<file path="src/design/pllf_pkg.sv">
// Package with field layout, latch codes and types of the PLL function latch control
package pllf_pkg;
	// Word and latch select layout
	localparam int WORD_W = 24;
	localparam int SEL_LSB = 0;
	localparam logic [1:0] SEL_R_LATCH = 2'h0;
	localparam logic [1:0] SEL_N_LATCH = 2'h1;
	localparam logic [1:0] SEL_FUNC_LATCH = 2'h2;
	localparam logic [1:0] SEL_INIT_LATCH = 2'h3;
	// Function word field positions
	localparam int POS_COUNTER_HOLD = 2;
	localparam int POS_PD_REQUEST = 3;
	localparam int POS_MONITOR_SEL = 4;
	localparam int POS_PFD_SENSE = 7;
	localparam int POS_PUMP_FLOAT = 8;
	localparam int POS_BOOST_ENABLE = 9;
	localparam int POS_BOOST_VARIANT = 10;
	localparam int POS_TIMEOUT = 11;
	localparam int POS_STEADY_CODE = 15;
	localparam int POS_BOOST_CODE = 18;
	localparam int POS_SYNC_SELECT = 21;
	// N counter word boost request position
	localparam int POS_BOOST_REQUEST = 21;
	// Reset value of the settings latch
	localparam logic [23:0] FUNC_RESET = 24'h000000;
	// Timeout in phase comparator cycles is base plus step times code
	localparam logic [5:0] TIMEOUT_BASE = 6'h03;
	localparam logic [5:0] TIMEOUT_STEP = 6'h04;

	// Monitor pin selections
	typedef enum logic [2:0] {
		MON_FLOAT = 3'h0,
		MON_LOCK = 3'h1,
		MON_NDIV = 3'h2,
		MON_HIGH = 3'h3,
		MON_RDIV = 3'h4,
		MON_LOCK_OD = 3'h5,
		MON_SERIAL = 3'h6,
		MON_LOW = 3'h7
	} pllf_mon_e;

	// Power-down state
	typedef enum logic [1:0] {
		PD_RUN = 2'h0,
		PD_WAIT = 2'h1,
		PD_DOWN = 2'h2
	} pllf_pd_e;

	// Decoded settings word
	typedef struct packed {
		logic sync_select;
		logic [2:0] boost_code;
		logic [2:0] steady_code;
		logic [3:0] timeout_code;
		logic boost_variant;
		logic boost_enable;
		logic pump_float;
		logic pfd_sense;
		pllf_mon_e monitor_sel;
		logic pd_request;
		logic counter_hold;
	} pllf_func_s;

	// Outside pins grouped for synchronising
	typedef struct packed {
		logic sclk;
		logic sdata;
		logic load;
		logic chip_en;
		logic pfd_evt;
		logic cp_evt;
		logic lock;
		logic ndiv;
		logic rdiv;
	} pllf_pins_s;

	// Split a 24-bit word into the settings fields
	function automatic pllf_func_s pllf_decode(input logic [23:0] w);
		pllf_func_s f;
		f.sync_select = w[POS_SYNC_SELECT];
		f.boost_code = w[POS_BOOST_CODE +: 3];
		f.steady_code = w[POS_STEADY_CODE +: 3];
		f.timeout_code = w[POS_TIMEOUT +: 4];
		f.boost_variant = w[POS_BOOST_VARIANT];
		f.boost_enable = w[POS_BOOST_ENABLE];
		f.pump_float = w[POS_PUMP_FLOAT];
		f.pfd_sense = w[POS_PFD_SENSE];
		f.monitor_sel = pllf_mon_e'(w[POS_MONITOR_SEL +: 3]);
		f.pd_request = w[POS_PD_REQUEST];
		f.counter_hold = w[POS_COUNTER_HOLD];
		return f;
	endfunction

	// Fastlock duration in phase comparator cycles
	function automatic logic [5:0] pllf_timeout(input logic [3:0] code);
		return 6'(TIMEOUT_BASE + TIMEOUT_STEP * {2'h0, code});
	endfunction
endpackage

</file>
<file path="src/design/pllf_ctrl.sv">
// Function and initialization latch control with fastlock timer and power-down
`timescale 1ns/1ps
module pllf_ctrl (
	input wire logic core_clk_in,
	input wire logic rst_in,
	input wire logic sclk_in,
	input wire logic sdata_in,
	input wire logic load_strobe_in,
	input wire logic chip_en_in,
	input wire logic pfd_cycle_in,
	input wire logic pump_event_in,
	input wire logic lock_detect_in,
	input wire logic n_div_in,
	input wire logic r_div_in,
	output logic pfd_sense_out,
	output logic pump_float_out,
	output logic [2:0] pump_current_out,
	output logic boost_request_flag_out,
	output logic counter_reset_out,
	output logic reset_pulse_out,
	output logic powerdown_out,
	output logic lock_reset_out,
	output logic monitor_pin_out,
	output logic monitor_pin_oe_out
);
	////////////////////////////////////////////////////////////////////////////////
	// Input synchronisation and edge detection
	pllf_pkg::pllf_pins_s pins_raw;
	pllf_pkg::pllf_pins_s pins_q;
	logic sclk_prev_reg;
	logic load_prev_reg;
	logic pfd_prev_reg;
	logic pump_prev_reg;
	logic sclk_rise;
	logic load_rise;
	logic pfd_rise;
	logic pump_rise;

	// Pin group into the synchroniser
	assign pins_raw = '{sclk: sclk_in, sdata: sdata_in, load: load_strobe_in,
		chip_en: chip_en_in, pfd_evt: pfd_cycle_in, cp_evt: pump_event_in,
		lock: lock_detect_in, ndiv: n_div_in, rdiv: r_div_in};

	pllf_sync #(
		.W($bits(pllf_pkg::pllf_pins_s))
	) u_sync (
		.core_clk_in(core_clk_in),
		.rst_in(rst_in),
		.d_in(pins_raw),
		.q_out(pins_q)
	);

	// Previous values for edge finding
	always_ff @(posedge core_clk_in)
	begin
		if (rst_in)
		begin
			sclk_prev_reg <= 1'b0;
			load_prev_reg <= 1'b0;
			pfd_prev_reg <= 1'b0;
			pump_prev_reg <= 1'b0;
		end
		else
		begin
			sclk_prev_reg <= pins_q.sclk;
			load_prev_reg <= pins_q.load;
			pfd_prev_reg <= pins_q.pfd_evt;
			pump_prev_reg <= pins_q.cp_evt;
		end
	end

	// Rising edges
	assign sclk_rise = pins_q.sclk & ~sclk_prev_reg;
	assign load_rise = pins_q.load & ~load_prev_reg;
	assign pfd_rise = pins_q.pfd_evt & ~pfd_prev_reg;
	assign pump_rise = pins_q.cp_evt & ~pump_prev_reg;

	////////////////////////////////////////////////////////////////////////////////
	// Serial input register and latch transfer
	logic [23:0] shift_reg;
	logic [23:0] func_word_reg;
	pllf_pkg::pllf_func_s func;
	logic [1:0] sel;
	logic func_load;
	logic init_load;
	logic n_load;

	// Shift on serial clock rise, keeps running in power-down
	always_ff @(posedge core_clk_in)
	begin
		if (rst_in)
			shift_reg <= 24'h000000;
		else if (sclk_rise)
			shift_reg <= {shift_reg[22:0], pins_q.sdata};
	end

	// Latch select decode on strobe rise
	assign sel = shift_reg[pllf_pkg::SEL_LSB +: 2];
	assign func_load = load_rise && (sel == pllf_pkg::SEL_FUNC_LATCH);
	assign init_load = load_rise && (sel == pllf_pkg::SEL_INIT_LATCH);
	assign n_load = load_rise && (sel == pllf_pkg::SEL_N_LATCH);

	// Settings latch, written by function and initialization loads
	always_ff @(posedge core_clk_in)
	begin
		if (rst_in)
			func_word_reg <= pllf_pkg::FUNC_RESET;
		else if (func_load || init_load)
			func_word_reg <= shift_reg;
	end

	assign func = pllf_pkg::pllf_decode(func_word_reg);

	////////////////////////////////////////////////////////////////////////////////
	// Internal counter reset pulse
	logic n_rearm_reg;

	// Arm on initialization, consumed by the first N load after it
	always_ff @(posedge core_clk_in)
	begin
		if (rst_in)
			n_rearm_reg <= 1'b0;
		else if (init_load)
			n_rearm_reg <= 1'b1;
		else if (n_load)
			n_rearm_reg <= 1'b0;
	end

	// One-cycle pulse on initialization or armed N load
	always_ff @(posedge core_clk_in)
	begin
		if (rst_in)
			reset_pulse_out <= 1'b0;
		else
			reset_pulse_out <= init_load || (n_load && n_rearm_reg);
	end

	////////////////////////////////////////////////////////////////////////////////
	// Power-down control
	pllf_pkg::pllf_pd_e pd_state_reg;
	pllf_pkg::pllf_pd_e pd_state_next;

	// Next power-down state
	always_comb
	begin
		pd_state_next = pd_state_reg;
		if (!pins_q.chip_en)
			pd_state_next = pllf_pkg::PD_DOWN;
		else if (!func.pd_request)
			pd_state_next = pllf_pkg::PD_RUN;
		else if (!func.sync_select)
			pd_state_next = pllf_pkg::PD_DOWN;
		else
		begin
			case (pd_state_reg)
				pllf_pkg::PD_RUN,
				pllf_pkg::PD_WAIT:
				begin
					if (pump_rise || reset_pulse_out)
						pd_state_next = pllf_pkg::PD_DOWN;
					else
						pd_state_next = pllf_pkg::PD_WAIT;
				end
				pllf_pkg::PD_DOWN:
					pd_state_next = pllf_pkg::PD_DOWN;
				default:
					pd_state_next = pllf_pkg::PD_RUN;
			endcase
		end
	end

	// Power-down state register
	always_ff @(posedge core_clk_in)
	begin
		if (rst_in)
			pd_state_reg <= pllf_pkg::PD_RUN;
		else
			pd_state_reg <= pd_state_next;
	end

	assign powerdown_out = (pd_state_reg == pllf_pkg::PD_DOWN);
	assign lock_reset_out = powerdown_out;

	////////////////////////////////////////////////////////////////////////////////
	// Fastlock boost request and timeout counter
	logic boost_flag_reg;
	logic [5:0] tmo_count_reg;
	logic mode2;
	logic expire;

	// Timeout limit less one
	function automatic logic [5:0] pllf_timeout_m1(input logic [3:0] code);
		return 6'(pllf_pkg::pllf_timeout(code) - 6'h01);
	endfunction

	assign mode2 = func.boost_enable && func.boost_variant;
	assign expire = mode2 && boost_flag_reg && pfd_rise && !powerdown_out
		&& (tmo_count_reg == 6'(pllf_timeout_m1(func.timeout_code)));

	// Boost request, an N load write wins over the timeout clear
	always_ff @(posedge core_clk_in)
	begin
		if (rst_in)
			boost_flag_reg <= 1'b0;
		else if (n_load)
			boost_flag_reg <= shift_reg[pllf_pkg::POS_BOOST_REQUEST];
		else if (expire)
			boost_flag_reg <= 1'b0;
	end

	// Counts phase comparator cycles only in mode 2
	always_ff @(posedge core_clk_in)
	begin
		if (rst_in || !mode2 || powerdown_out || n_load || expire)
			tmo_count_reg <= 6'h00;
		else if (boost_flag_reg && pfd_rise)
			tmo_count_reg <= 6'(tmo_count_reg + 6'h01);
	end

	assign boost_request_flag_out = boost_flag_reg;

	////////////////////////////////////////////////////////////////////////////////
	// Charge pump and counter control outputs
	// Registered pump and counter controls
	always_ff @(posedge core_clk_in)
	begin
		if (rst_in)
		begin
			pfd_sense_out <= 1'b0;
			pump_float_out <= 1'b1;
			pump_current_out <= 3'h0;
			counter_reset_out <= 1'b1;
		end
		else
		begin
			pfd_sense_out <= func.pfd_sense;
			pump_float_out <= func.pump_float || powerdown_out || func.counter_hold
				|| reset_pulse_out;
			if (func.boost_enable && boost_flag_reg)
				pump_current_out <= func.boost_code;
			else
				pump_current_out <= func.steady_code;
			counter_reset_out <= func.counter_hold || powerdown_out
				|| reset_pulse_out;
		end
	end

	////////////////////////////////////////////////////////////////////////////////
	// Monitor pin
	// Routes the selected source, open-drain lock drives only low
	always_ff @(posedge core_clk_in)
	begin
		if (rst_in)
		begin
			monitor_pin_out <= 1'b0;
			monitor_pin_oe_out <= 1'b0;
		end
		else
		begin
			monitor_pin_oe_out <= 1'b1;
			monitor_pin_out <= 1'b0;
			case (func.monitor_sel)
				pllf_pkg::MON_FLOAT: monitor_pin_oe_out <= 1'b0;
				pllf_pkg::MON_LOCK: monitor_pin_out <= pins_q.lock;
				pllf_pkg::MON_NDIV: monitor_pin_out <= pins_q.ndiv;
				pllf_pkg::MON_HIGH: monitor_pin_out <= 1'b1;
				pllf_pkg::MON_RDIV: monitor_pin_out <= pins_q.rdiv;
				pllf_pkg::MON_LOCK_OD: monitor_pin_oe_out <= ~pins_q.lock;
				pllf_pkg::MON_SERIAL: monitor_pin_out <= shift_reg[23];
				pllf_pkg::MON_LOW: monitor_pin_out <= 1'b0;
				default: monitor_pin_oe_out <= 1'b0;
			endcase
		end
	end
endmodule

</file>
<file path="src/design/pllf_sync.sv">
// Two-flop synchroniser for a group of outside levels
`timescale 1ns/1ps
module pllf_sync #(
	parameter int W = 9
) (
	input wire logic core_clk_in,
	input wire logic rst_in,
	input wire logic [W-1:0] d_in,
	output logic [W-1:0] q_out
);
	logic [W-1:0] meta_reg;

	// First stage feeds only the second stage
	always_ff @(posedge core_clk_in)
	begin
		if (rst_in)
		begin
			meta_reg <= '0;
			q_out <= '0;
		end
		else
		begin
			meta_reg <= d_in;
			q_out <= meta_reg;
		end
	end
endmodule
</file>
<file path="config.mk">
export PLATFORM = sky130hd
export DESIGN_NAME = pllf_ctrl
export DESIGN_NICKNAME = d
export VERILOG_FILES = /design/src/design/pllf_pkg.sv /design/src/design/pllf_ctrl.sv /design/src/design/pllf_sync.sv
export SDC_FILE = /design/constraint.sdc
export NUM_CORES = 1
export LEC_CHECK = 0
export BUFFER_PORTS_ARGS = -buffer_cell sky130_fd_sc_hd__buf_2
export CORE_MARGIN = 2
export CORE_UTILIZATION = 50
export DETAILED_ROUTE_END_ITERATION = 12
export PLACE_DENSITY_LB_ADDON = 0.2
export SYNTH_ARGS = -nofsm -noshare
export SYNTH_HDL_FRONTEND = slang
export SYNTH_SLANG_ARGS = --single-unit
</file>
<file path="constraint.sdc">
create_clock -name core_clk_in -period 2.92 [get_ports core_clk_in]
set_input_delay 0.292 -clock core_clk_in [delete_from_list [all_inputs] [get_ports core_clk_in]]
set_output_delay 0.292 -clock core_clk_in [all_outputs]
set_load 0.005 [all_outputs]
</file>
# Word level (Yosys, flattened, before mapping)
# Cells that the tools add are included.
dict set report word_totals {
  reg_bits 87
  in_bits 11
  output_inout_bits 12
  elab_cells 90
}
dict set report op_classes {
  n_addsub 3
  eq_ne 12
  muxes 12
  bitwise 12
  reduce_logical 31
}
# cell n
set ops {}
lappend ops {{1-bit logical OR} 12}
lappend ops {{1-bit logical AND} 11}
lappend ops {{3-bit == test, second input constant} 3}
lappend ops {{2-bit two-way mux} 4}
lappend ops {{1-bit NOT} 8}
lappend ops {{2-bit by 6-bit adder with 6-bit output, first input constant} 1}
lappend ops {{6-bit by 1-bit adder with 6-bit output, second input constant} 1}
lappend ops {{2-bit == test, second input constant} 3}
lappend ops {{3-bit by 2-bit == test with 1-bit output, second input constant} 2}
lappend ops {{6-bit == test} 1}
lappend ops {{6-bit by 1-bit subtractor with 6-bit output, second input constant} 1}
lappend ops {{1-bit one-hot mux with 5 select lines} 1}
lappend ops {{1-bit bitwise AND} 4}
lappend ops {{2-bit by 1-bit == test with 1-bit output, second input constant} 2}
lappend ops {{1-bit two-way mux} 4}
lappend ops {{2-bit one-hot mux with 2 select lines} 1}
lappend ops {{2-bit nonzero test} 2}
lappend ops {{4-bit OR reduction} 1}
lappend ops {{3-bit by 1-bit == test with 1-bit output, second input constant} 1}
lappend ops {{3-bit zero test} 1}
lappend ops {{3-bit two-way mux} 1}
lappend ops {{1-bit zero test} 2}
lappend ops {{2-bit zero test} 1}
lappend ops {{1-bit one-hot mux with 2 select lines} 1}
lappend ops {{2-bit OR reduction} 1}

# Longest topological paths before layout
# Gate-level depths: netlist (run 1).
dict set report depth {
  word_depth 8
  depth_mapped 5
  ltp_nobuf 5
}

# Cells and area by module
# A second synthesis (run 1) with hierarchy kept.
dict set report unflattened {
  cells_unflattened 338
  area_unflattened_um2 3006.6
}
# module n_inst cells_per_inst area_per_inst_um2 seq_area_each_um2
set modules_own_cells {}
lappend modules_own_cells {pllf_ctrl 1 301 2517.4 1341.3}
lappend modules_own_cells {pllf_sync 1 37 489.2 360.3}

# Least setup slack after synthesis (run 1)
# OpenSTA, ideal clock, no wires.
dict set report synth_timing {
  path_type {input-to-reg}
  start {input rst_in}
  end {register pump_float_out}
  setup_ns 0.120
  arrival_ns 1.098
  required_ns 2.800
  slack_ns 1.702
  stages 3
  path_buffers 1
  cell_sequence {buf_2 -> or4_4 -> or2_1}
}
# item line_no
set synth_lines {}
lappend synth_lines {{from (decl)} pllf_ctrl.sv:5} ;# input wire logic rst_in,
lappend synth_lines {{to (signal assigned)} pllf_ctrl.sv:237} ;# pump_float_out <= func.pump_float || powerdown_out || func.counter_hold
lappend synth_lines {{to (decl)} pllf_ctrl.sv:16} ;# output logic pump_float_out,

# Final worst setup path (run 1)
dict set report layout_timing {
  start {register shift_reg[1]}
  end {register func_word_reg[15]}
}
dict set report layout_between {
  elab_chain_len 3
  elab_cells_between_ends 5
  classes_between {eq/ne (2); reduce/logical (3)}
}
# item line_no
set layout_rtl {}
lappend layout_rtl {{from (decl)} pllf_ctrl.sv:80} ;# logic [23:0] shift_reg;
lappend layout_rtl {{from (signal assigned)} pllf_ctrl.sv:94} ;# shift_reg <= {shift_reg[22:0], pins_q.sdata};
lappend layout_rtl {{2-bit == test (on tied branches)} {pllf_ctrl.sv:99, pllf_ctrl.sv:100}}
lappend layout_rtl {{1-bit logical AND (on tied branches)} {pllf_ctrl.sv:99, pllf_ctrl.sv:100}}
lappend layout_rtl {{1-bit logical OR (*)} pllf_ctrl.sv:108} ;# else if (func_load || init_load)
lappend layout_rtl {{to (signal assigned)} pllf_ctrl.sv:107} ;# func_word_reg <= pllf_pkg::FUNC_RESET;
lappend layout_rtl {{to (signal assigned)} pllf_ctrl.sv:109} ;# func_word_reg <= shift_reg;
lappend layout_rtl {{to (decl)} pllf_ctrl.sv:81} ;# logic [23:0] func_word_reg;
# Mark *: on every way between the ends. The rest lies on a longest branch, timed or not.
# A chain may end at the register's enable or synchronous reset.

==> results of run 1 <==
[layout by cell type, fill, tap and decap left out, types with 2 or more instances in the layout]
| master | netlist | layout |
|---|---|---|
| sky130_fd_sc_hd__nand2_1 | 99 | 99 |
| sky130_fd_sc_hd__dfxtp_1 | 85 | 85 |
| sky130_fd_sc_hd__a21oi_1 | 52 | 52 |
| sky130_fd_sc_hd__nor2b_1 | 24 | 24 |
| sky130_fd_sc_hd__buf_2 | 9 | 22 |
| sky130_fd_sc_hd__nor2_1 | 10 | 10 |
| sky130_fd_sc_hd__clkbuf_8 | 0 | 9 |
| sky130_fd_sc_hd__inv_1 | 5 | 5 |
| sky130_fd_sc_hd__xnor2_1 | 5 | 5 |
| sky130_fd_sc_hd__xor2_1 | 4 | 4 |
| sky130_fd_sc_hd__nand3_1 | 4 | 4 |
| sky130_fd_sc_hd__o21ai_0 | 3 | 3 |
| sky130_fd_sc_hd__buf_4 | 2 | 3 |
| sky130_fd_sc_hd__nand2b_1 | 2 | 2 |
| sky130_fd_sc_hd__and3b_1 | 2 | 2 |
| sky130_fd_sc_hd__nand3b_1 | 2 | 2 |
| sky130_fd_sc_hd__nor3_1 | 2 | 2 |
| sky130_fd_sc_hd__nand4_1 | 2 | 2 |
| sky130_fd_sc_hd__ha_1 | 2 | 2 |
| sky130_fd_sc_hd__bufinv_16 | 0 | 2 |
| sky130_fd_sc_hd__inv_6 | 0 | 2 |
[power by group]
group          leakage [nW]  internal, W  switching (W)
clock                 0.107     0.000489       0.000410
sequential            0.690      0.00117     0.00000523
combinational         0.355    0.0000206      0.0000328
[cells in the mapped netlist (all sizes together)]
master  instances  area (um2)
dfxtp          85        1700
nand3b          2        15.0
or2             1        6.26
nor4bb          1        16.3
a211oi          2        20.0
xnor2           5        43.8
and4            1        8.76
o31ai           1        7.51
xor2            4        35.0
nand4           3        25.0
buf            14        71.3
nand2b          2        12.5
or4             1        11.3
nor2           10        37.5
and3            1        6.26
inv             5        18.8
nor3            2        10.0
nor4            2        18.8
ha              2        25.0
a21oi          52         260
mux2i           1        10.0
nand2          99         372
o21ai           4        23.8
nor2b          25         159
nand3           4        20.0
clkbuf          7        26.3
or4b            1        10.0
and3b           2        17.5
[through the flow]
stage	power [W]	std cells	hold WS [ns]
after global placement	0.00126	418	0.417
after CTS	0.00216	434	0.122
after global routing	0.00221	434	0.126
final	0.00213	434	0.140
after detailed placement	0.00126	418	0.422
after floorplan	0.00124	339	0.400
[final timing paths]
kind	depth (start not counted)	endpoint	start	slack, ns
worst max-delay path	3	func_word_reg[15]$_SDFFE_PP0P_	shift_reg[1]$_SDFFE_PP0P_	1.35
worst min-delay path	2	u_sync.meta_reg[3]$_SDFF_PP0_	pump_event_in	0.14
worst max register to register	3	func_word_reg[15]$_SDFFE_PP0P_	shift_reg[1]$_SDFFE_PP0P_	1.35
worst min register to register	1	u_sync.q_out[3]$_SDFF_PP0_	u_sync.meta_reg[3]$_SDFF_PP0_	0.44
[layer usage]
layer  up-vias  GRT usage (%)  wire length [um]
li1       1128              -                 -
met4         0           7.29                84
met5         -              0                 0
met2        26           29.3              2380
met1       978           19.8              2410
met3         6           6.44               195
[kinds of logic (layout without fill, tap and decap cells)]
group,count (synthesis),in the layout,synth area share [%]
buffers and inverters,26,46,3.89
adders and majority gates,2,2,0.837
DFF,85,85,56.9
and+or+nand+nor,157,157,24.9
AOI/OAI and AO/OA,59,59,10.4
muxes,1,1,0.335
xor gates and xnor gates,9,9,2.64
[cell type report]
type / count / area [um2] / area share [%]
repair buffers: 25 / 133 / 3.97
flip-flops and latches: 85 / 1700 / 51.0
well taps: 75 / 93.8 / 2.81
inverters: 5 / 18.8 / 0.562
clock inverters: 6 / 93.8 / 2.81
clock buffers: 10 / 128 / 3.82
multi-input cells: 228 / 1170 / 35.1
==> summary.txt, run 1 <==
STA
--------------------------------------------------------------------------------------
Worst setup skew after layout                                               0.00949 ns
Worst rel slew slack                                                             38.3%
Highest achievable clock rate                                                  636 MHz
Final period utilization                                                         53.9%
Setup Total Neg Slack                                                             0 ns
RSZ-0062 raised after global routing                                             false
Count of final max-slew check failures                                               0
Hold Fails Final Rpt                                                                 0
Final critical delay including setup and external delays                       1.57 ns
Transition time of the tightest slew-check pin                                0.925 ns
Setup ws final                                                                 1.35 ns
Final setup violation count                                                          0

DIE
--------------------------------------------------------------------------------------
DIE AREA                                                                      6610 um2
Floorplan Core Area                                                           5850 um2
Die Wd                                                                         81.3 um
Vert. Die Dim                                                                  81.3 um
Number of placement rows                                                            28
Effective utilization at floorplan                                               51.1%
Number of primary I/O pins                                                          23

GLOBAL ROUTE
--------------------------------------------------------------------------------------
Wire length of the first global-routing pass                                   8670 um
Overall overflow remaining after global route                                        0
Number of antenna violations at the first check in global routing                    0
Vias in the first global route                                                    1997
Maximum number of pins on one net before global-route repair                        39
Aggregate global-route resource usage                                            17.4%

CLOCK NETWORK
--------------------------------------------------------------------------------------
TritonCTS clock tree                                                              done
Post_cts resized                                                                     0
Hold-fix buffers, CTS                                                                0
Clock root buffer                                                         sky130_fd_sc_hd__clkbuf_8
Clock sink total                                                                    85
Clock slew at reported path FFs                                                0.09 ns
H-Tree Level Count                                                                   3
Maximum number of buffers from clock root to sink                                    2
Total CTS buffers                                                                    9
Number of setup buffers added after CTS                                              0
Clock network latency to the later pin of the worst-skew pair                  0.35 ns

CRITICAL PATH
--------------------------------------------------------------------------------------
Library cell contributing the largest single delay on the critical path   sky130_fd_sc_hd__nand3b_1
CP bufs+invs                                                                         0
Setup crit start kind                                                        flip-flop
Arrival time at the worst endpoint                                             1.78 ns
Series of cell instances along the critical path                          nand3b_1, nand2_1, a21oi_1
Biggest fanout along the worst timing path                                          20
Type of the setup path with the least slack                               flip-flop to flip-flop
Critical Path Max Stage Delay                                                  0.63 ns
Required time of the critical path                                             3.12 ns
Worst setup EP type                                                          flip-flop
Largest delay contributor family on the critical path                     simple AND/OR/NAND/NOR gates

STATUS
--------------------------------------------------------------------------------------
Outcome                                                                   finished clean

PLACE
--------------------------------------------------------------------------------------
Half-perimeter wire length of the detailed placement result                    3220 um
Placed cell area                                                              3120 um2
Final weighted congestion in routability-driven placement                        0.735
PortBufs                                                                            22
Worst-case setup slack after placement                                         1.29 ns

CELLS AND AREA
--------------------------------------------------------------------------------------
Final standard cell utilization of the core                                      57.1%
Fraction of final layout cells sized beyond drive strength 1                     13.1%
Diodes inserted                                                                      0
Flip-flop count of the largest register after layout                                24
Area overhead of the layout relative to synthesis                                11.7%
Summed area of non-filler cells in the final layout                           3340 um2
Final-stage net count                                                              367
Fillers                                                                            528

ROUTING
--------------------------------------------------------------------------------------
Detailed-route wire length                                                     5070 um
Vias                                                                              2138
Average wire per cell in the routed design                                     11.7 um
Number of detailed-route iterations in the first pass                                4
Per-cell via count in the routed design                                           4.93
Antenna violation net count after detailed routing                                   0
Post-detailed-route DRC marker count                                                 0
Violation count after the first detailed-route iteration                            97

FLOW RUN
--------------------------------------------------------------------------------------
Max-cap violation count                                                              0

LOGIC SYNTHESIS
--------------------------------------------------------------------------------------
Register area share after synthesis                                              56.9%
Yosys warnings                                                                       0
Summed instance area of the synthesized netlist                               2990 um2
Avg Inst Size Synth                                                           8.82 um2
Synth cell types                                                                    35
Post-synth net total                                                               352
Number of standard cells after synthesis                                           339
Number of synthesized register bits                                                 85

POWER
--------------------------------------------------------------------------------------
IR drop worst, VDD                                                            0.410 mV
Power per Cell Area                                                         638 nW/um2
Leakage dissipation                                                            1.15 nW

MIN PATH
--------------------------------------------------------------------------------------
Hold WC Path Type                                                         primary input to flip-flop

Power figures use the tool's default switching activity.
==> run 2, diff against run 1 <==
==> constraint.sdc (replaced) <==
create_clock -name core_clk_in -period 1.65 [get_ports core_clk_in]
set_input_delay 0.165 -clock core_clk_in [delete_from_list [all_inputs] [get_ports core_clk_in]]
set_output_delay 0.165 -clock core_clk_in [all_outputs]
set_load 0.005 [all_outputs]
==> run 2 against run 1 <==
  * Count of clock-buffer cells in the layout grew 1
  * Worst setup slack lost 1.0 ns
  * Flip-flop and latch count is the same
  * Combinational power grew 79%
  * Critical endpoint is now tmo_count_reg[2]$_SDFFE_PP0P_
  * Critical path depth grew 1
  * Sequential power grew 77%
  * Sequential share of layout area is essentially flat
  * Largest cell class unchanged
  * Final cell count grew 0.92%
  * Wire length grew 0.93%
  * Hold slack lost 0.12 ns
==> summary.txt, run 2 (synthesis results as in run 1) <==
CLOCK NETWORK
--------------------------------------------------------------------------------------
Clock sink total                                                                    85   unchanged
Total CTS buffers                                                                    9   unchanged
Maximum number of buffers from clock root to sink                                    2   unchanged
H-Tree Level Count                                                                   3   unchanged
Clock network latency to the later pin of the worst-skew pair                  0.34 ns   was 0.35 ns
Post_cts resized                                                                     0   unchanged
Clock slew at reported path FFs                                                0.08 ns   was 0.09 ns
TritonCTS clock tree                                                              done   unchanged
Clock root buffer                                                         sky130_fd_sc_hd__clkbuf_8   unchanged
Hold-fix buffers, CTS                                                                0   unchanged
Number of setup buffers added after CTS                                              0   unchanged

GLOBAL ROUTE
--------------------------------------------------------------------------------------
Most congested layer reported by global routing                                   met2   unchanged
Met3 track utilization from global routing                                       5.67%   was 6.44%
Aggregate global-route resource usage                                            17.2%   was 17.4%
Number of antenna violations at the first check in global routing                    0   unchanged
Wire length of the first global-routing pass                                   8560 um   was 8670 um
Vias in the first global route                                                    1926   was 1997
Met1 routing resource usage after global routing                                 21.7%   was 19.8%
Global-route track usage on met2                                                 27.1%   was 29.3%
Overall overflow remaining after global route                                        0   unchanged
Maximum number of pins on one net before global-route repair                        47   was 39

CELLS AND AREA
--------------------------------------------------------------------------------------
Fraction of final layout cells sized beyond drive strength 1                     13.8%   was 13.1%
Highest-count cells in the layout ignoring fill and taps                  99 x sky130_fd_sc_hd__nand2_1, 85 x sky130_fd_sc_hd__dfxtp_1, 52 x sky130_fd_sc_hd__a21oi_1   unchanged
Flip-flop count of the largest register after layout                                24   unchanged
Leading cell type in the layout, fill and taps excluded                   sky130_fd_sc_hd__nand2_1   unchanged
Area overhead of the layout relative to synthesis                                11.6%   was 11.7%
Final-stage net count                                                              372   was 367
Summed area of non-filler cells in the final layout                           3340 um2   about the same
Diodes inserted                                                                      0   unchanged

STA
--------------------------------------------------------------------------------------
Setup ws final                                                                0.327 ns   was 1.35 ns
Post-Route Hold Slack                                                        0.0239 ns   was 0.140 ns
Worst setup skew after layout                                               0.00887 ns   was 0.00949 ns
Final critical delay including setup and external delays                       1.32 ns   was 1.57 ns
Transition time of the tightest slew-check pin                                0.466 ns   was 0.925 ns
Setup Total Neg Slack                                                             0 ns   unchanged
Count of final max-slew check failures                                               0   unchanged
RSZ-0062 raised after global routing                                             false   unchanged
Final setup violation count                                                          0   unchanged
Worst rel slew slack                                                             68.5%   was 38.3%
Hold Fails Final Rpt                                                                 0   unchanged
Final period utilization                                                         80.2%   was 53.9%
Highest achievable clock rate                                                  756 MHz   was 636 MHz

CRITICAL PATH
--------------------------------------------------------------------------------------
Series of cell instances along the critical path                          nor4bb_2, nor4_2, o21ai_2, nor2_1   was nand3b_1, nand2_1, a21oi_1
Type of the setup path with the least slack                               flip-flop to flip-flop   unchanged
Depth of the worst register-to-register path                                         4   was 3
Worst setup EP type                                                          flip-flop   unchanged
Critical Path Max Stage Delay                                                  0.50 ns   was 0.63 ns
Slack of the worst reg-to-reg path                                             0.33 ns   was 1.35 ns
Arrival time at the worst endpoint                                             1.55 ns   was 1.78 ns
Startpoint of the most critical register-to-register path                 shift_reg[1]$_SDFFE_PP0P_   unchanged
Required time of the critical path                                             1.88 ns   was 3.12 ns
Library cell contributing the largest single delay on the critical path   sky130_fd_sc_hd__nor4bb_2   was sky130_fd_sc_hd__nand3b_1
Terminus of the critical flop-to-flop path                                tmo_count_reg[2]$_SDFFE_PP0P_   was func_word_reg[15]$_SDFFE_PP0P_
Setup crit start kind                                                        flip-flop   unchanged
Biggest fanout along the worst timing path                                           7   was 20

PLACE
--------------------------------------------------------------------------------------
Half-perimeter wire length of the detailed placement result                    3230 um   was 3220 um
Final weighted congestion in routability-driven placement                        0.716   was 0.735
Placed cell area                                                              3160 um2   was 3120 um2
PortBufs                                                                            22   unchanged
Worst-case setup slack after placement                                        0.330 ns   was 1.29 ns

MIN PATH
--------------------------------------------------------------------------------------
Worst Hold Launch                                                         load_strobe_in   was pump_event_in
Worst Hold Path Cells                                                                2   unchanged
Hold Crit Endpoint                                                        u_sync.meta_reg[6]$_SDFF_PP0_   was u_sync.meta_reg[3]$_SDFF_PP0_
Hold WC Path Type                                                         primary input to flip-flop   unchanged

DIE
--------------------------------------------------------------------------------------
DIE AREA                                                                      6610 um2   unchanged
Die Wd                                                                         81.3 um   unchanged
Effective utilization at floorplan                                               51.1%   unchanged
Floorplan Core Area                                                           5850 um2   unchanged
Vert. Die Dim                                                                  81.3 um   unchanged
Number of primary I/O pins                                                          23   unchanged
Number of placement rows                                                            28   unchanged

POWER
--------------------------------------------------------------------------------------
IR drop worst, VDD                                                            0.569 mV   was 0.410 mV
Power per Cell Area                                                        1070 nW/um2   was 638 nW/um2
Leakage dissipation                                                            1.16 nW   was 1.15 nW

ROUTING
--------------------------------------------------------------------------------------
Number of detailed-route iterations in the first pass                                4   unchanged
Per-cell via count in the routed design                                           4.96   was 4.93
Detailed-route wire length                                                     5110 um   was 5070 um
Vias                                                                              2173   was 2138
Antenna violation net count after detailed routing                                   0   unchanged
Post-detailed-route DRC marker count                                                 0   unchanged
Violation count after the first detailed-route iteration                            99   was 97
Average wire per cell in the routed design                                     11.7 um   about the same

STATUS
--------------------------------------------------------------------------------------
Outcome                                                                   finished clean   unchanged

FLOW RUN
--------------------------------------------------------------------------------------
Max-cap violation count                                                              0   unchanged

run 2: cell types whose count changed in the layout (fill, tap and decap cells not counted), sizes merged:
| cell | before | now |
|---|---|---|
| buf | 25 | 30 |
| inv | 7 | 5 |
| bufinv | 2 | 1 |
| clkinvlp | 1 | 2 |
| clkbuf | 10 | 11 |
run 2: cell type report:
type	count	area (um2)
fill	523	2510
sequential	85	1700
multi-input combinational	228	1170
timing repair buffer	30	170
clock buffer	11	131
tap	75	93.8
clock inverter	4	50.0
inverter	5	18.8
run 2: stage by stage:
stage	power, W	utilization, %	cells
final	0.00357	57.0	438
after global routing	0.00371	57.0	438
after CTS	0.00360	57.0	438
after detailed placement	0.00223	53.9	423
after global placement	0.00223	53.9	423
after floorplan	0.00220	-	339
run 2: report_power, final:
group / internal (W) / switching, W
clock network: 0.000690 / 0.000693
registers: 0.00208 / 0.00000906
logic: 0.0000376 / 0.0000580
total: 0.00280 / 0.000760
run 2: worst max-delay path by stage:
stage | startpoint | endpoint | slack [ns]
floorplan | boost_request_flag_out$_SDFFE_PP0P_ | tmo_count_reg[0]$_SDFFE_PP0P_ | 0.44
global placement | shift_reg[1]$_SDFFE_PP0P_ | tmo_count_reg[4]$_SDFFE_PP0P_ | 0.38
detailed placement | shift_reg[1]$_SDFFE_PP0P_ | tmo_count_reg[2]$_SDFFE_PP0P_ | 0.33
CTS | pd_state_reg[1]$_SDFF_PP0_ | lock_reset_out | 0.30
global route | u_sync.q_out[6]$_SDFF_PP0_ | tmo_count_reg[2]$_SDFFE_PP0P_ | 0.21
finish | shift_reg[1]$_SDFFE_PP0P_ | tmo_count_reg[2]$_SDFFE_PP0P_ | 0.33
run 2: critical path, delay by kind of cell (launching register included):
family           cells  cell delay (ns)
AO/OA/AOI/OAI        1             0.15
flip-flops           1             0.37
AND/OR/NAND/NOR      3             0.68
run 2: metal layers:
layer / routed length [um] / share of wire (%)
met5: 0 / 0
met3: 179 / 3.5
met4: 49 / 0.96
met1: 2480 / 48
met2: 2410 / 47
==> run 3, diff against run 2 <==
==> constraint.sdc (replaced) <==
create_clock -name core_clk_in -period 1.27 [get_ports core_clk_in]
set_input_delay 0.127 -clock core_clk_in [delete_from_list [all_inputs] [get_ports core_clk_in]]
set_output_delay 0.127 -clock core_clk_in [all_outputs]
set_load 0.005 [all_outputs]
==> run 3 against run 2 <==
  * The flow now finishes with violations (setup timing)
  * Combinational power is 86% higher
  * Highest routed layer unchanged
  * Power is 42% higher
  * Count of clock-buffer cells in the layout stayed put
  * Flip-flop and latch count stayed put
  * Largest power group unchanged
  * Sequential share of layout area is 4.6 points lower
  * Utilization is 5.7 points higher
  * Cell area is 10% higher
  * Critical endpoint is now lock_reset_out
==> summary.txt, run 3 (synthesis results as in run 1) <==
ROUTING
--------------------------------------------------------------------------------------
Average wire per cell in the routed design                                     11.6 um   was 11.7 um
Violation count after the first detailed-route iteration                           138   was 99
Number of detailed-route iterations in the first pass                                5   was 4
Post-detailed-route DRC marker count                                                 0   unchanged
Detailed-route wire length                                                     5340 um   was 5110 um
Vias                                                                              2225   was 2173
Per-cell via count in the routed design                                           4.86   was 4.96
Antenna violation net count after detailed routing                                   0   unchanged

DIE
--------------------------------------------------------------------------------------
Vert. Die Dim                                                                  81.3 um   unchanged
Number of primary I/O pins                                                          23   unchanged
Floorplan Core Area                                                           5850 um2   unchanged
Die Wd                                                                         81.3 um   unchanged
Number of placement rows                                                            28   unchanged
Effective utilization at floorplan                                               51.1%   unchanged
DIE AREA                                                                      6610 um2   unchanged

CLOCK NETWORK
--------------------------------------------------------------------------------------
TritonCTS clock tree                                                              done   unchanged
Clock slew at reported path FFs                                                0.08 ns   about the same
H-Tree Level Count                                                                   3   unchanged
Maximum number of buffers from clock root to sink                                    2   unchanged
Total CTS buffers                                                                    9   unchanged
Clock root buffer                                                         sky130_fd_sc_hd__clkbuf_8   unchanged
Clock sink total                                                                    85   unchanged
Clock network latency to the later pin of the worst-skew pair                  0.35 ns   was 0.34 ns

CRITICAL PATH
--------------------------------------------------------------------------------------
Slack of the worst reg-to-reg path                                             0.06 ns   was 0.33 ns
Series of cell instances along the critical path                          nor2b_4, buf_6, buf_6   was nor4bb_2, nor4_2, o21ai_2, nor2_1
CP bufs+invs                                                                         2   was 0
Arrival time at the worst endpoint                                             1.14 ns   was 1.55 ns
Biggest fanout along the worst timing path                                           4   was 7
Setup crit start kind                                                        flip-flop   unchanged
Type of the setup path with the least slack                               flip-flop to primary output   was flip-flop to flip-flop
Most frequent cell on the critical path                                   sky130_fd_sc_hd__buf_6
Largest delay contributor family on the critical path                       flip-flops   was simple AND/OR/NAND/NOR gates
Library cell contributing the largest single delay on the critical path   sky130_fd_sc_hd__dfxtp_2   was sky130_fd_sc_hd__nor4bb_2
Critical Path Max Stage Delay                                                  0.34 ns   was 0.50 ns
Required time of the critical path                                             1.14 ns   was 1.88 ns
Worst setup EP type                                                       primary output   was flip-flop

CELLS AND AREA
--------------------------------------------------------------------------------------
Diodes inserted                                                                      0   unchanged
Highest-count cells in the layout ignoring fill and taps                  99 x sky130_fd_sc_hd__nand2_1, 83 x sky130_fd_sc_hd__dfxtp_1, 52 x sky130_fd_sc_hd__a21oi_1   was 99 x sky130_fd_sc_hd__nand2_1, 85 x sky130_fd_sc_hd__dfxtp_1, 52 x sky130_fd_sc_hd__a21oi_1
Area overhead of the layout relative to synthesis                                22.8%   was 11.6%
Fraction of final layout cells sized beyond drive strength 1                     17.8%   was 13.8%
Final-stage net count                                                              391   was 372
Flip-flop count of the largest register after layout                                24   unchanged
Fillers                                                                            476   was 523
Leading cell type in the layout, fill and taps excluded                   sky130_fd_sc_hd__nand2_1   unchanged

MIN PATH
--------------------------------------------------------------------------------------
Hold WC Path Type                                                         primary input to flip-flop   unchanged

GLOBAL ROUTE
--------------------------------------------------------------------------------------
Overall overflow remaining after global route                                        0   unchanged
Aggregate global-route resource usage                                            17.7%   was 17.2%
Wire length of the first global-routing pass                                   8900 um   was 8560 um
Number of antenna violations at the first check in global routing                    0   unchanged
Vias in the first global route                                                    2003   was 1926
Maximum number of pins on one net before global-route repair                        30   was 47

STA
--------------------------------------------------------------------------------------
Worst rel slew slack                                                             78.1%   was 68.5%
Final setup violation count                                                          1   was 0
Highest achievable clock rate                                                  787 MHz
Final period utilization                                                          100%
Final critical delay including setup and external delays                       1.27 ns
Worst setup skew after layout                                               0.00596 ns   was 0.00887 ns
Transition time of the tightest slew-check pin                                0.328 ns   was 0.466 ns
Count of final max-slew check failures                                               0   unchanged
Hold Fails Final Rpt                                                                 0   unchanged
Setup ws final                                                            -0.000261 ns   was 0.327 ns
RSZ-0062 raised after global routing                                              true   was false
Setup Total Neg Slack                                                     -0.000261 ns   was 0 ns

PLACE
--------------------------------------------------------------------------------------
Half-perimeter wire length of the detailed placement result                    3300 um   was 3230 um
Final weighted congestion in routability-driven placement                        0.727   was 0.716
PortBufs                                                                            22   unchanged

POWER
--------------------------------------------------------------------------------------
Leakage dissipation                                                            1.30 nW   was 1.16 nW
IR drop worst, VDD                                                            0.987 mV   was 0.569 mV
Total Power                                                                  0.00505 W   was 0.00357 W
Power per Cell Area                                                        1380 nW/um2   was 1070 nW/um2

STATUS
--------------------------------------------------------------------------------------
Outcome                                                                   finished with violations   was finished clean
Violations in the final reports                                           setup timing

FLOW RUN
--------------------------------------------------------------------------------------
Max-cap violation count                                                              0   unchanged

==> run 3: per-layer routing <==
metal	routed length (um)	vias to the layer above	track usage [%]
met5	0	-	0
met2	2530	35	28.9
met4	88	0	8.14
met3	149	9	4.00
li1	-	1172	-
met1	2570	1009	22.2
==> run 3: final timing paths <==
check | cells past startpoint | to | from
worst min register to register | 1 | pd_state_reg[1]$_SDFF_PP0_ | u_sync.q_out[5]$_SDFF_PP0_
worst max-delay path | 3 | lock_reset_out | pd_state_reg[1]$_SDFF_PP0_
worst max register to register | 3 | pump_float_out$_SDFF_PP1_ | pd_state_reg[1]$_SDFF_PP0_
worst min-delay path | 2 | u_sync.q_out[4]$_SDFF_PP0_ | rst_in
==> run 3: repair_timing <==
action / in CTS / in global routing
buffers inserted: 0 / 1
endpoints found under the setup margin: 2 / 8
pin swaps: 0 / 3
endpoints found under the hold margin: 8 / 1
resized for setup: 2 / 12
hold buffers: 8 / 1
==> run 3: final cells by class <==
| cell class | instances | area (um2) | share of cell area [%] |
|---|---|---|---|
| flip-flops and latches | 85 | 1700 | 46.4 |
| multi-input cells | 228 | 1230 | 33.4 |
| repair buffers | 49 | 393 | 10.7 |
| clock buffers | 11 | 151 | 4.13 |
| well taps | 75 | 93.8 | 2.56 |
| clock inverters | 5 | 82.6 | 2.25 |
| inverters | 5 | 18.8 | 0.511 |
==> run 3: power breakdown <==
part	switching [W]	leakage [nW]	internal, W
Sequential	0.0000119	0.690	0.00270
Combinational	0.0000861	0.494	0.0000922
Clock	0.000943	0.120	0.00122
==> run 3: worst register-to-register path, delay by kind of cell (launching register included) <==
kind          cells  cell delay, ns
simple gates      3            0.77
flops             1            0.33
==> run 3: per-stage QoR <==
step | cells | setup WS [ns] | cell area [um2] | hold WS (ns) | utilization (%)
5_1_grt | 458 | -0.0542 | 3670 | 0.0415 | 62.7
3_5_place_dp | 432 | 0.0379 | 3260 | 0.343 | 55.7
4_1_cts | 456 | 0.00155 | 3580 | 0.00222 | 61.2
6_report | 458 | -0.000261 | 3670 | 0.0522 | 62.7
3_3_place_gp | 432 | 0.0675 | 3260 | 0.336 | 55.7
2_1_floorplan | 339 | 0.0629 | 2990 | 0.255 | -
